**src/design/charger_status_pkg.sv**
```systemverilog
package charger_status_pkg;

   // ----------------------------------------------------------------
   // register map
   // ----------------------------------------------------------------
   localparam logic [7:0] FAULT_BYTE_ADDR = 8'h20; // fault flags, low byte
   localparam logic [7:0] STATE_BYTE_ADDR = 8'h21; // live state, high byte
   localparam logic [15:0] STATUS_RESET = 16'h0000;
   localparam logic [7:0] BYTE_ZERO = 8'h00;
   localparam logic [7:0] UNMAPPED_READ = 8'h00;

   // ----------------------------------------------------------------
   // serial bus
   // ----------------------------------------------------------------
   // target address is arbitrary, not taken from any part
   localparam logic [6:0] TARGET_ADDR = 7'h09;
   localparam logic [3:0] BITS_PER_BYTE = 4'h8;
   localparam logic [3:0] LAST_BIT = 4'h7;
   localparam logic [3:0] BIT_CNT_ZERO = 4'h0;
   localparam logic [3:0] BIT_CNT_ONE = 4'h1;

   // ----------------------------------------------------------------
   // fault byte field positions
   // ----------------------------------------------------------------
   localparam int FLT_IN_OV_BIT = 7;
   localparam int FLT_BAT_OC_BIT = 6;
   localparam int FLT_IN_OC_BIT = 5;
   localparam int FLT_SYS_OV_BIT = 4;
   localparam int FLT_SYSTEM_SHORT_FAULT_BIT = 3;
   localparam int FLT_LATCHOFF_BIT = 2;
   localparam int FLT_SRC_OV_BIT = 1;
   localparam int FLT_SRC_UV_BIT = 0;
   localparam logic [7:0] CLR_ON_READ_MASK = 8'hE3;
   localparam logic [7:0] CLR_ON_WRITE_MASK = 8'h18;

   // live state, high byte, msb first
   typedef struct packed {
      logic input_present_flag;
      logic optimizer_done_flag;
      logic min_voltage_protect_active;
      logic voltage_regulation_active;
      logic input_current_limit_active;
      logic fast_charge_active;
      logic precharge_active;
      logic source_mode_active;
   } live_state_type;

   // fault conditions from the power stage, low byte, msb first
   typedef struct packed {
      logic input_overvoltage_fault;
      logic battery_overcurrent_fault;
      logic input_overcurrent_fault;
      logic system_overvoltage_latch;
      logic system_short_fault;
      logic forced_latchoff_fault;
      logic source_overvoltage_fault;
      logic source_undervoltage_fault;
   } fault_cond_type;

   typedef enum logic [3:0] {
      ST_IDLE,
      ST_ADDR,
      ST_ADDR_ACK,
      ST_PTR,
      ST_PTR_ACK,
      ST_WDATA,
      ST_WDATA_ACK,
      ST_RDATA,
      ST_RDATA_ACK
   } bus_state_type;

endpackage

```
**src/design/charger_status_flags.sv**
```systemverilog
// Operation
// - whole status word resets to zero
// - input present bit follows input detection
// - optimizer done bit set on routine success
// - bit shows minimum voltage protection mode
// - voltage regulation bit, forward or source
// - input current limiting bit follows limiting
// - fast charge and precharge phase bits
// - source mode bit while powering input port
// - input overvoltage flag, cleared by read
// - battery overcurrent flag, cleared by read
// - input overcurrent flag, cleared by read
// - system overvoltage latch, write zero or unplug
// - system short latch, cleared by zero write
// - read-only forced latch-off flag sticks
// - source overvoltage flag, cleared by read
// - source undervoltage flag, cleared by read
`timescale 1ns/100ps
module charger_status_flags
   import charger_status_pkg::*;
(
   input wire logic mclk_i,
   input wire logic rst_n_i,
   input wire logic ce_i,
   input live_state_type live_i,
   input fault_cond_type fault_i,
   input wire logic scl_i,
   input wire logic sda_i,
   output logic sda_o,
   output logic sda_oe_o,
   output logic [15:0] status_o
);

   // ----------------------------------------------------------------
   // reset release
   // ----------------------------------------------------------------
   logic [1:0] rst_sync_q;
   logic rst_n;

   // async assert, release two edges later so no flop sees a runt
   // ce does not gate the release, so a reset always finishes
   always_ff @(posedge mclk_i or negedge rst_n_i) begin
      if (!rst_n_i) begin
         rst_sync_q <= 2'b00;
      end else begin
         rst_sync_q <= {rst_sync_q[0], 1'b1};
      end
   end
   assign rst_n = rst_sync_q[1];

   // ----------------------------------------------------------------
   // live state byte
   // ----------------------------------------------------------------
   live_state_type live_q;

   // read-only, the core drives them and the bus cannot
   always_ff @(posedge mclk_i or negedge rst_n) begin
      if (!rst_n) begin
         live_q <= live_state_type'(STATUS_RESET[15:8]);
      end else if (ce_i) begin
         live_q.input_present_flag <= live_i.input_present_flag;
         live_q.optimizer_done_flag <= live_i.optimizer_done_flag;
         live_q.min_voltage_protect_active <= live_i.min_voltage_protect_active;
         live_q.voltage_regulation_active <= live_i.voltage_regulation_active;
         live_q.input_current_limit_active <= live_i.input_current_limit_active;
         live_q.fast_charge_active <= live_i.fast_charge_active;
         live_q.precharge_active <= live_i.precharge_active;
         live_q.source_mode_active <= live_i.source_mode_active;
      end
   end

   // ----------------------------------------------------------------
   // serial bus pin sampling
   // ----------------------------------------------------------------
   logic scl_q;
   logic sda_q;
   logic scl_prev_q;
   logic sda_prev_q;
   logic scl_rise;
   logic scl_fall;
   logic start_seen;
   logic stop_seen;

   // pins are synchronous; one stage plus a history for edges
   // history resets to the idle high level: no false edge after reset
   always_ff @(posedge mclk_i or negedge rst_n) begin
      if (!rst_n) begin
         scl_q <= 1'b1;
         sda_q <= 1'b1;
         scl_prev_q <= 1'b1;
         sda_prev_q <= 1'b1;
      end else if (ce_i) begin
         scl_q <= scl_i;
         sda_q <= sda_i;
         scl_prev_q <= scl_q;
         sda_prev_q <= sda_q;
      end
   end

   assign scl_rise = scl_q && !scl_prev_q;
   assign scl_fall = !scl_q && scl_prev_q;
   assign start_seen = scl_q && scl_prev_q && sda_prev_q && !sda_q;
   assign stop_seen = scl_q && scl_prev_q && !sda_prev_q && sda_q;

   // ----------------------------------------------------------------
   // bus engine
   // ----------------------------------------------------------------
   bus_state_type state_q;
   logic [3:0] bit_cnt_q;
   logic [7:0] shift_q;
   logic [7:0] ptr_q;
   logic read_dir_q;
   logic host_nack_q;
   logic [7:0] fault_q;
   logic [7:0] rd_byte;
   logic rd_load;
   logic wr_strobe;
   logic [7:0] wr_byte;

   // byte seen by the host at the current pointer
   always_comb begin
      rd_byte = UNMAPPED_READ;
      if (ptr_q == FAULT_BYTE_ADDR) begin
         rd_byte = fault_q;
      end else if (ptr_q == STATE_BYTE_ADDR) begin
         rd_byte = live_q;
      end
   end

   // a byte is loaded for sending at these two falling edges
   assign rd_load = scl_fall && ((state_q == ST_ADDR_ACK && read_dir_q)
                    || (state_q == ST_RDATA_ACK && !host_nack_q));
   // data byte complete, strobed at the fall where its acknowledge starts
   assign wr_strobe = scl_fall && state_q == ST_WDATA && bit_cnt_q == BITS_PER_BYTE;
   assign wr_byte = shift_q;

   // state, counters and shift register
   always_ff @(posedge mclk_i or negedge rst_n) begin
      if (!rst_n) begin
         state_q <= ST_IDLE;
         bit_cnt_q <= BIT_CNT_ZERO;
         shift_q <= BYTE_ZERO;
         read_dir_q <= 1'b0;
         host_nack_q <= 1'b0;
      end else if (ce_i) begin
         if (start_seen) begin
            state_q <= ST_ADDR; // repeated start too
            bit_cnt_q <= BIT_CNT_ZERO;
         end else if (stop_seen) begin
            state_q <= ST_IDLE;
         end else begin
            unique case (state_q)
               ST_IDLE: begin
                  bit_cnt_q <= BIT_CNT_ZERO;
               end
               ST_ADDR, ST_PTR, ST_WDATA: begin
                  if (scl_rise && bit_cnt_q != BITS_PER_BYTE) begin
                     shift_q <= {shift_q[6:0], sda_q};
                     bit_cnt_q <= bit_cnt_q + BIT_CNT_ONE;
                  end else if (scl_fall && bit_cnt_q == BITS_PER_BYTE) begin
                     bit_cnt_q <= BIT_CNT_ZERO;
                     if (state_q == ST_ADDR) begin
                        if (shift_q[7:1] == TARGET_ADDR) begin
                           state_q <= ST_ADDR_ACK;
                           read_dir_q <= shift_q[0];
                        end else begin
                           state_q <= ST_IDLE; // not ours, stay off the bus
                        end
                     end else if (state_q == ST_PTR) begin
                        state_q <= ST_PTR_ACK;
                     end else begin
                        state_q <= ST_WDATA_ACK;
                     end
                  end
               end
               ST_ADDR_ACK: begin
                  if (scl_fall) begin
                     if (read_dir_q) begin
                        state_q <= ST_RDATA;
                        shift_q <= rd_byte;
                        bit_cnt_q <= BIT_CNT_ZERO;
                     end else begin
                        state_q <= ST_PTR;
                     end
                  end
               end
               ST_PTR_ACK, ST_WDATA_ACK: begin
                  if (scl_fall) begin
                     state_q <= ST_WDATA;
                  end
               end
               ST_RDATA: begin
                  if (scl_fall) begin
                     if (bit_cnt_q == LAST_BIT) begin
                        state_q <= ST_RDATA_ACK;
                     end else begin
                        shift_q <= {shift_q[6:0], 1'b0};
                        bit_cnt_q <= bit_cnt_q + BIT_CNT_ONE;
                     end
                  end
               end
               ST_RDATA_ACK: begin
                  if (scl_rise) begin
                     host_nack_q <= sda_q;
                  end else if (scl_fall) begin
                     if (host_nack_q) begin
                        state_q <= ST_IDLE; // host ends the read
                     end else begin
                        state_q <= ST_RDATA;
                        shift_q <= rd_byte;
                        bit_cnt_q <= BIT_CNT_ZERO;
                     end
                  end
               end
            endcase
         end
      end
   end

   // register pointer, auto-increments after each written byte and each acknowledged read byte
   // wraps past 8'hFF; offsets outside the map read as zero
   always_ff @(posedge mclk_i or negedge rst_n) begin
      if (!rst_n) begin
         ptr_q <= FAULT_BYTE_ADDR;
      end else if (ce_i) begin
         if (scl_fall && state_q == ST_PTR && bit_cnt_q == BITS_PER_BYTE) begin
            ptr_q <= shift_q;
         end else if (wr_strobe) begin
            ptr_q <= ptr_q + 8'h01;
         end else if (scl_fall && state_q == ST_RDATA_ACK && !host_nack_q) begin
            ptr_q <= ptr_q + 8'h01;
         end
      end
   end

   // open drain: pin only pulled low, never driven high
   // moves after an scl fall, or releases at a start or stop, which are seen while the clock is high
   always_ff @(posedge mclk_i or negedge rst_n) begin
      if (!rst_n) begin
         sda_oe_o <= 1'b0;
         sda_o <= 1'b0;
      end else if (ce_i) begin
         sda_o <= 1'b0;
         if (start_seen || stop_seen) begin
            sda_oe_o <= 1'b0;
         end else if (scl_fall) begin
            if ((state_q == ST_ADDR && bit_cnt_q == BITS_PER_BYTE
                 && shift_q[7:1] == TARGET_ADDR)
                || ((state_q == ST_PTR || state_q == ST_WDATA)
                    && bit_cnt_q == BITS_PER_BYTE)) begin
               sda_oe_o <= 1'b1; // acknowledge
            end else if (rd_load) begin
               sda_oe_o <= !rd_byte[7];
            end else if (state_q == ST_RDATA && bit_cnt_q != LAST_BIT) begin
               sda_oe_o <= !shift_q[6];
            end else begin
               sda_oe_o <= 1'b0; // release for host ack or data
            end
         end
      end
   end

   // ----------------------------------------------------------------
   // fault flags
   // ----------------------------------------------------------------
   logic rd_fault_pulse;
   logic wr_fault_pulse;
   logic [7:0] clr_vec;

   // clear-on-read acts when the fault byte is taken for sending
   assign rd_fault_pulse = rd_load && ptr_q == FAULT_BYTE_ADDR;
   assign wr_fault_pulse = wr_strobe && ptr_q == FAULT_BYTE_ADDR;

   // clear requests per bit; the high byte has no write path
   // writing one to a write-clear bit leaves it as it is
   always_comb begin
      clr_vec = {8{rd_fault_pulse}} & CLR_ON_READ_MASK;
      clr_vec = clr_vec | ({8{wr_fault_pulse}} & ~wr_byte & CLR_ON_WRITE_MASK);
      clr_vec[FLT_SYS_OV_BIT] = clr_vec[FLT_SYS_OV_BIT] || !live_q.input_present_flag;
      clr_vec[FLT_LATCHOFF_BIT] = 1'b0;
   end

   // every flag shares one cell; only the clear source differs
   // a clear that meets a live condition loses, so no fault is missed
   genvar gi;
   generate
      for (gi = 0; gi < 8; gi = gi + 1) begin : g_flag
         sticky_flag u_flag (
            .mclk_i(mclk_i),
            .rst_n_i(rst_n),
            .ce_i(ce_i),
            .set_i(fault_i[gi]),
            .clr_i(clr_vec[gi]),
            .flag_o(fault_q[gi])
         );
      end
   endgenerate

   // flop outputs straight to the core
   assign status_o = {live_q, fault_q};

endmodule

```
**src/design/sticky_flag.sv**
```systemverilog
`timescale 1ns/100ps
// ----------------------------------------------------------------
// one sticky fault flag; a set always beats a clear
// ----------------------------------------------------------------
module sticky_flag (
   input wire logic mclk_i,
   input wire logic rst_n_i,
   input wire logic ce_i,
   input wire logic set_i,
   input wire logic clr_i,
   output logic flag_o
);

   // live condition keeps the flag up even during a clear
   always_ff @(posedge mclk_i or negedge rst_n_i) begin
      if (!rst_n_i) begin
         flag_o <= 1'b0;
      end else if (ce_i) begin
         if (set_i) begin
            flag_o <= 1'b1;
         end else if (clr_i) begin
            flag_o <= 1'b0;
         end
      end
   end

endmodule

```
**config.mk**
```make
export PLATFORM = sky130hd
export DESIGN_NAME = charger_status_flags
export DESIGN_NICKNAME = d
export VERILOG_FILES = /design/src/design/charger_status_pkg.sv /design/src/design/charger_status_flags.sv /design/src/design/sticky_flag.sv
export SDC_FILE = /design/constraint.sdc
export NUM_CORES = 1
export LEC_CHECK = 0
export BUFFER_PORTS_ARGS = -buffer_cell sky130_fd_sc_hd__buf_2
export CORE_UTILIZATION = 24
export DETAILED_ROUTE_END_ITERATION = 7
export HOLD_SLACK_MARGIN = 0.1
export PLACE_DENSITY_LB_ADDON = 0.1
export SETUP_SLACK_MARGIN = 0.02
export SLEW_MARGIN = 0
export SYNTH_ARGS = -nofsm -noshare
export SYNTH_HDL_FRONTEND = slang
export SYNTH_SLANG_ARGS = --single-unit
```
**constraint.sdc**
```tcl
create_clock -name mclk_i -period 3.1 [get_ports mclk_i]
set_input_delay 0.93 -clock mclk_i [delete_from_list [all_inputs] [get_ports mclk_i]]
set_output_delay 0.93 -clock mclk_i [all_outputs]
set_load 0.01 [all_outputs]
```
==> impl_metrics.ini <==
[floorplan]
die_y_um = 114
ports_placed_on_the_boundary = 39
die_area_um2 = 13000
floorplan.rows = 40
floorplan.initialDensity_pct = 24.8
floorplan_core_area_um2 = 12100
fp.dieW_um = 114

[synthesis]
synthesis.instances = 317
count_of_unique_library_cells_instantiated_by_yosys = 59
synth_area_per_cell_um2 = 9.47
synth_seq_area_share_pct = 41.0
async_reset_ff_share_pct = 100
syn_nets = 343
ys_seq_elements = 49
synthesis.area_um2 = 3000
synthesis.yosys.warnings = 0
post_synth_edffs = 0
ys_dominant_reg_cell = dfrtp_1

[final_layout]
layout.area.seq_um2 = 1230
final_core_util_pct = 28.4
multi_input_logic_area_um2 = 1580
nNetsFinal = 369
insertedDiodeCount = 0
filler_cell_count = 1339
drive_gt1_share_pct = 25.6
synthToLayoutAreaGrowth_pct = 14.6

[grt]
first_global_vias = 2515
wire_length_of_the_first_global_routing_pass_um = 13400
grt.total_usage_pct = 13.5
grt_max_degree = 29
globalRoute.totalOverflow = 0
initial_antenna_violation_count = 0

[clock_network]
worstSkewPairLatency_ps = 290
clock-sinks = 49
post_cts.repair.setup_buffers = 0
clockBufferDepth = 2
cts.root.buffer_cell = clkbuf_16
cts-hold-fix-buffers = 0
cts.repair.resized = 0
tritoncts = built
cts.clk_slew.worst_paths_ps = 70
cts_max_level = 2
cts_made_buffers = 5

[critical_path]
crit_path_max_incr_delay_ps = 630
path_cells = inv_1, ha_1, nand3b_1, a2111oi_0, o32ai_1, o21ai_0, nand2_1
startpoint_type = flip-flop
regToRegSetupSlack_ps = 640
startpoint_to_endpoint_class_of_the_critical_path = reg -> reg
critPathArrivalTime_ps = 2630
crit_required_ps = 3270
worstSetupEndpointType = flip-flop
critical_path_slowest_stage_cell = a2111oi_0
worstRegToRegCells = 7
critical_path.max_fanout = 13
r2r_start = ptr_q[0]$_DFFE_PN0P_
worst_flop_to_flop_path_endpoint = sda_oe_o$_DFFE_PN0P_

[detailed_routing]
drt-initial-drc-count = 161
finalWirelength_um = 8180
drcViolationCount = 0
wl_per_cell_um = 16.0
ant_nets = 0
vias_per_std_cell = 4.87
drt_pre_antenna_iters = 4
routed-via-count = 2495

[timing]
slew_limit_headroom_pct = 53.3
clock.fmax_mhz = 407
timing.final.hold_violations = 0
period_needed_ps = 2460
whs_ps = 306
layout_worst_path_cycle_share_pct = 79.3
worst_slew_pin_slew_ps = 700
fin_setup_tns_ps = 0
unrepaired_setup_endpoints_after_global_routing = false
clock_skew_ps = 6.49
maxSlewViolCount = 0
timing.final.setup_violations = 0

[status]
status = complete, no violations

[min_path]
holdCritPathClass = reg -> async

[power]
power-per-cell-area_nw_per_um2 = 726
power.leakage_nw = 1.45
vdd_ir_drop_max_uv = 249
total_power_mw = 2.50

[placed_design]
gp_congestion = 0.853
port-buffer-count = 37
sum_of_net_half_perimeters_after_detailed_placement_um = 6170

[run]
max_cap_violations = 0
==> final cells by class <==
| cell class | count | area share, % |
|---|---|---|
| Timing Repair Buffer | 43 | 6.69 |
| Clock buffer | 5 | 3.64 |
| Clock inverter | 3 | 0.509 |
| Multi-Input combinational cell | 232 | 45.9 |
| Tap cell | 168 | 6.11 |
| Sequential cell | 49 | 35.9 |
| Inverter | 12 | 1.31 |
==> registers in the layout (all words and copies together), names as in the netlist <==
name	flops
g_flag.u_flag.flag_o	8
ptr_q	8
shift_q	8
status_o	8
bit_cnt_q	4
state_q	4
rst_sync_q	2
host_nack_q	1
read_dir_q	1
scl_prev_q	1
scl_q	1
sda_oe_o	1
sda_prev_q	1
sda_q	1
==> synthesized netlist by cell type (3+ instances only) <==
cell type	instances	area share (%)
buf_4	10	2.5
buf_2	3	0.50
clkbuf_1	9	1.1
mux2_2	14	5.2
a21oi_1	17	2.8
nand2_1	29	3.6
nand3_1	18	3.0
dfstp_2	5	4.4
nor3_1	3	0.50
o221ai_1	4	1.2
nand4_1	5	1.0
a22oi_1	6	1.5
nand2b_1	10	2.1
a22o_1	5	1.5
a31oi_1	8	1.7
inv_1	12	1.5
dfrtp_1	44	37
nor2_1	13	1.6
mux2_4	8	4.0
and3b_1	3	0.88
o22ai_1	6	1.3
mux2i_1	3	1.0
o21ai_0	24	4.0
ha_1	5	2.1
nand3b_1	3	0.75
nor2b_1	8	1.7
==> cell usage in the layout (no fill, tap or decap), drive strengths merged, types with 10 or more instances in the layout <==
cell type / instances
dfrtp: 44
nor2: 13
nand3: 18
buf: 43
o21ai: 26
nand2b: 10
inv: 12
mux2: 22
nand2: 29
a21oi: 17
==> through the flow <==
stage | std cells | setup WS, ps | cell area [um^2]
floorplan | 317 | 860 | 3000
global placement | 504 | 565 | 3300
detailed placement | 504 | 605 | 3300
CTS | 512 | 592 | 3440
global route | 512 | 387 | 3440
finish | 512 | 641 | 3440
==> kinds of logic after synthesis <==
family	Yosys count	share of synthesized area (%)
flip-flops	49	41.0
AND/OR/NAND/NOR	109	19.8
XOR/XNOR	3	0.875
buffers and inverters	36	6.37
other	2	0.250
adder cells (fa/ha/maj)	5	2.08
AO/OA/AOI/OAI	88	19.3
multiplexers	25	10.3
==> where the power goes <==
group / internal [mW] / switching [mW] / leakage, nW
registers: 0.758 / 0.202 / 0.590
logic: 0.439 / 0.558 / 0.790
clock network: 0.296 / 0.243 / 0.0696
total: 1.49 / 1.00 / 1.45
==> worst max-delay path, delay by kind of cell (launching register included) <==
kind	cells	cell delay [ps]
compound gates	3	1080
fa+ha+maj	1	390
buf+inv	1	110
flops	1	450
simple gates	2	310
==> per-layer routing <==
metal  vias up  routed length [um]  part of all wire, %  track usage [%]
met3         9                 263                  3.2             2.60
met4         0                 121                  1.5             4.76
li1       1207                   -                    -                -
met5         -                   0                    0                0
met1      1229                4000                   49             18.1
met2        50                3800                   46             21.7
==> how the worst max path moves through the flow <==
stage / start / depth (start not counted) / end / slack [ps]
3_5_place_dp: ptr_q[0]$_DFFE_PN0P_ / 7 / sda_oe_o$_DFFE_PN0P_ / 610
2_1_floorplan: ce_i / 5 / shift_q[0]$_DFFE_PN0P_ / 860
5_1_grt: ptr_q[0]$_DFFE_PN0P_ / 7 / sda_oe_o$_DFFE_PN0P_ / 390
3_3_place_gp: ptr_q[0]$_DFFE_PN0P_ / 7 / sda_oe_o$_DFFE_PN0P_ / 560
6_report: ptr_q[0]$_DFFE_PN0P_ / 7 / sda_oe_o$_DFFE_PN0P_ / 640
4_1_cts: ptr_q[0]$_DFFE_PN0P_ / 7 / sda_oe_o$_DFFE_PN0P_ / 590
(Power assumes the default switching activity.)
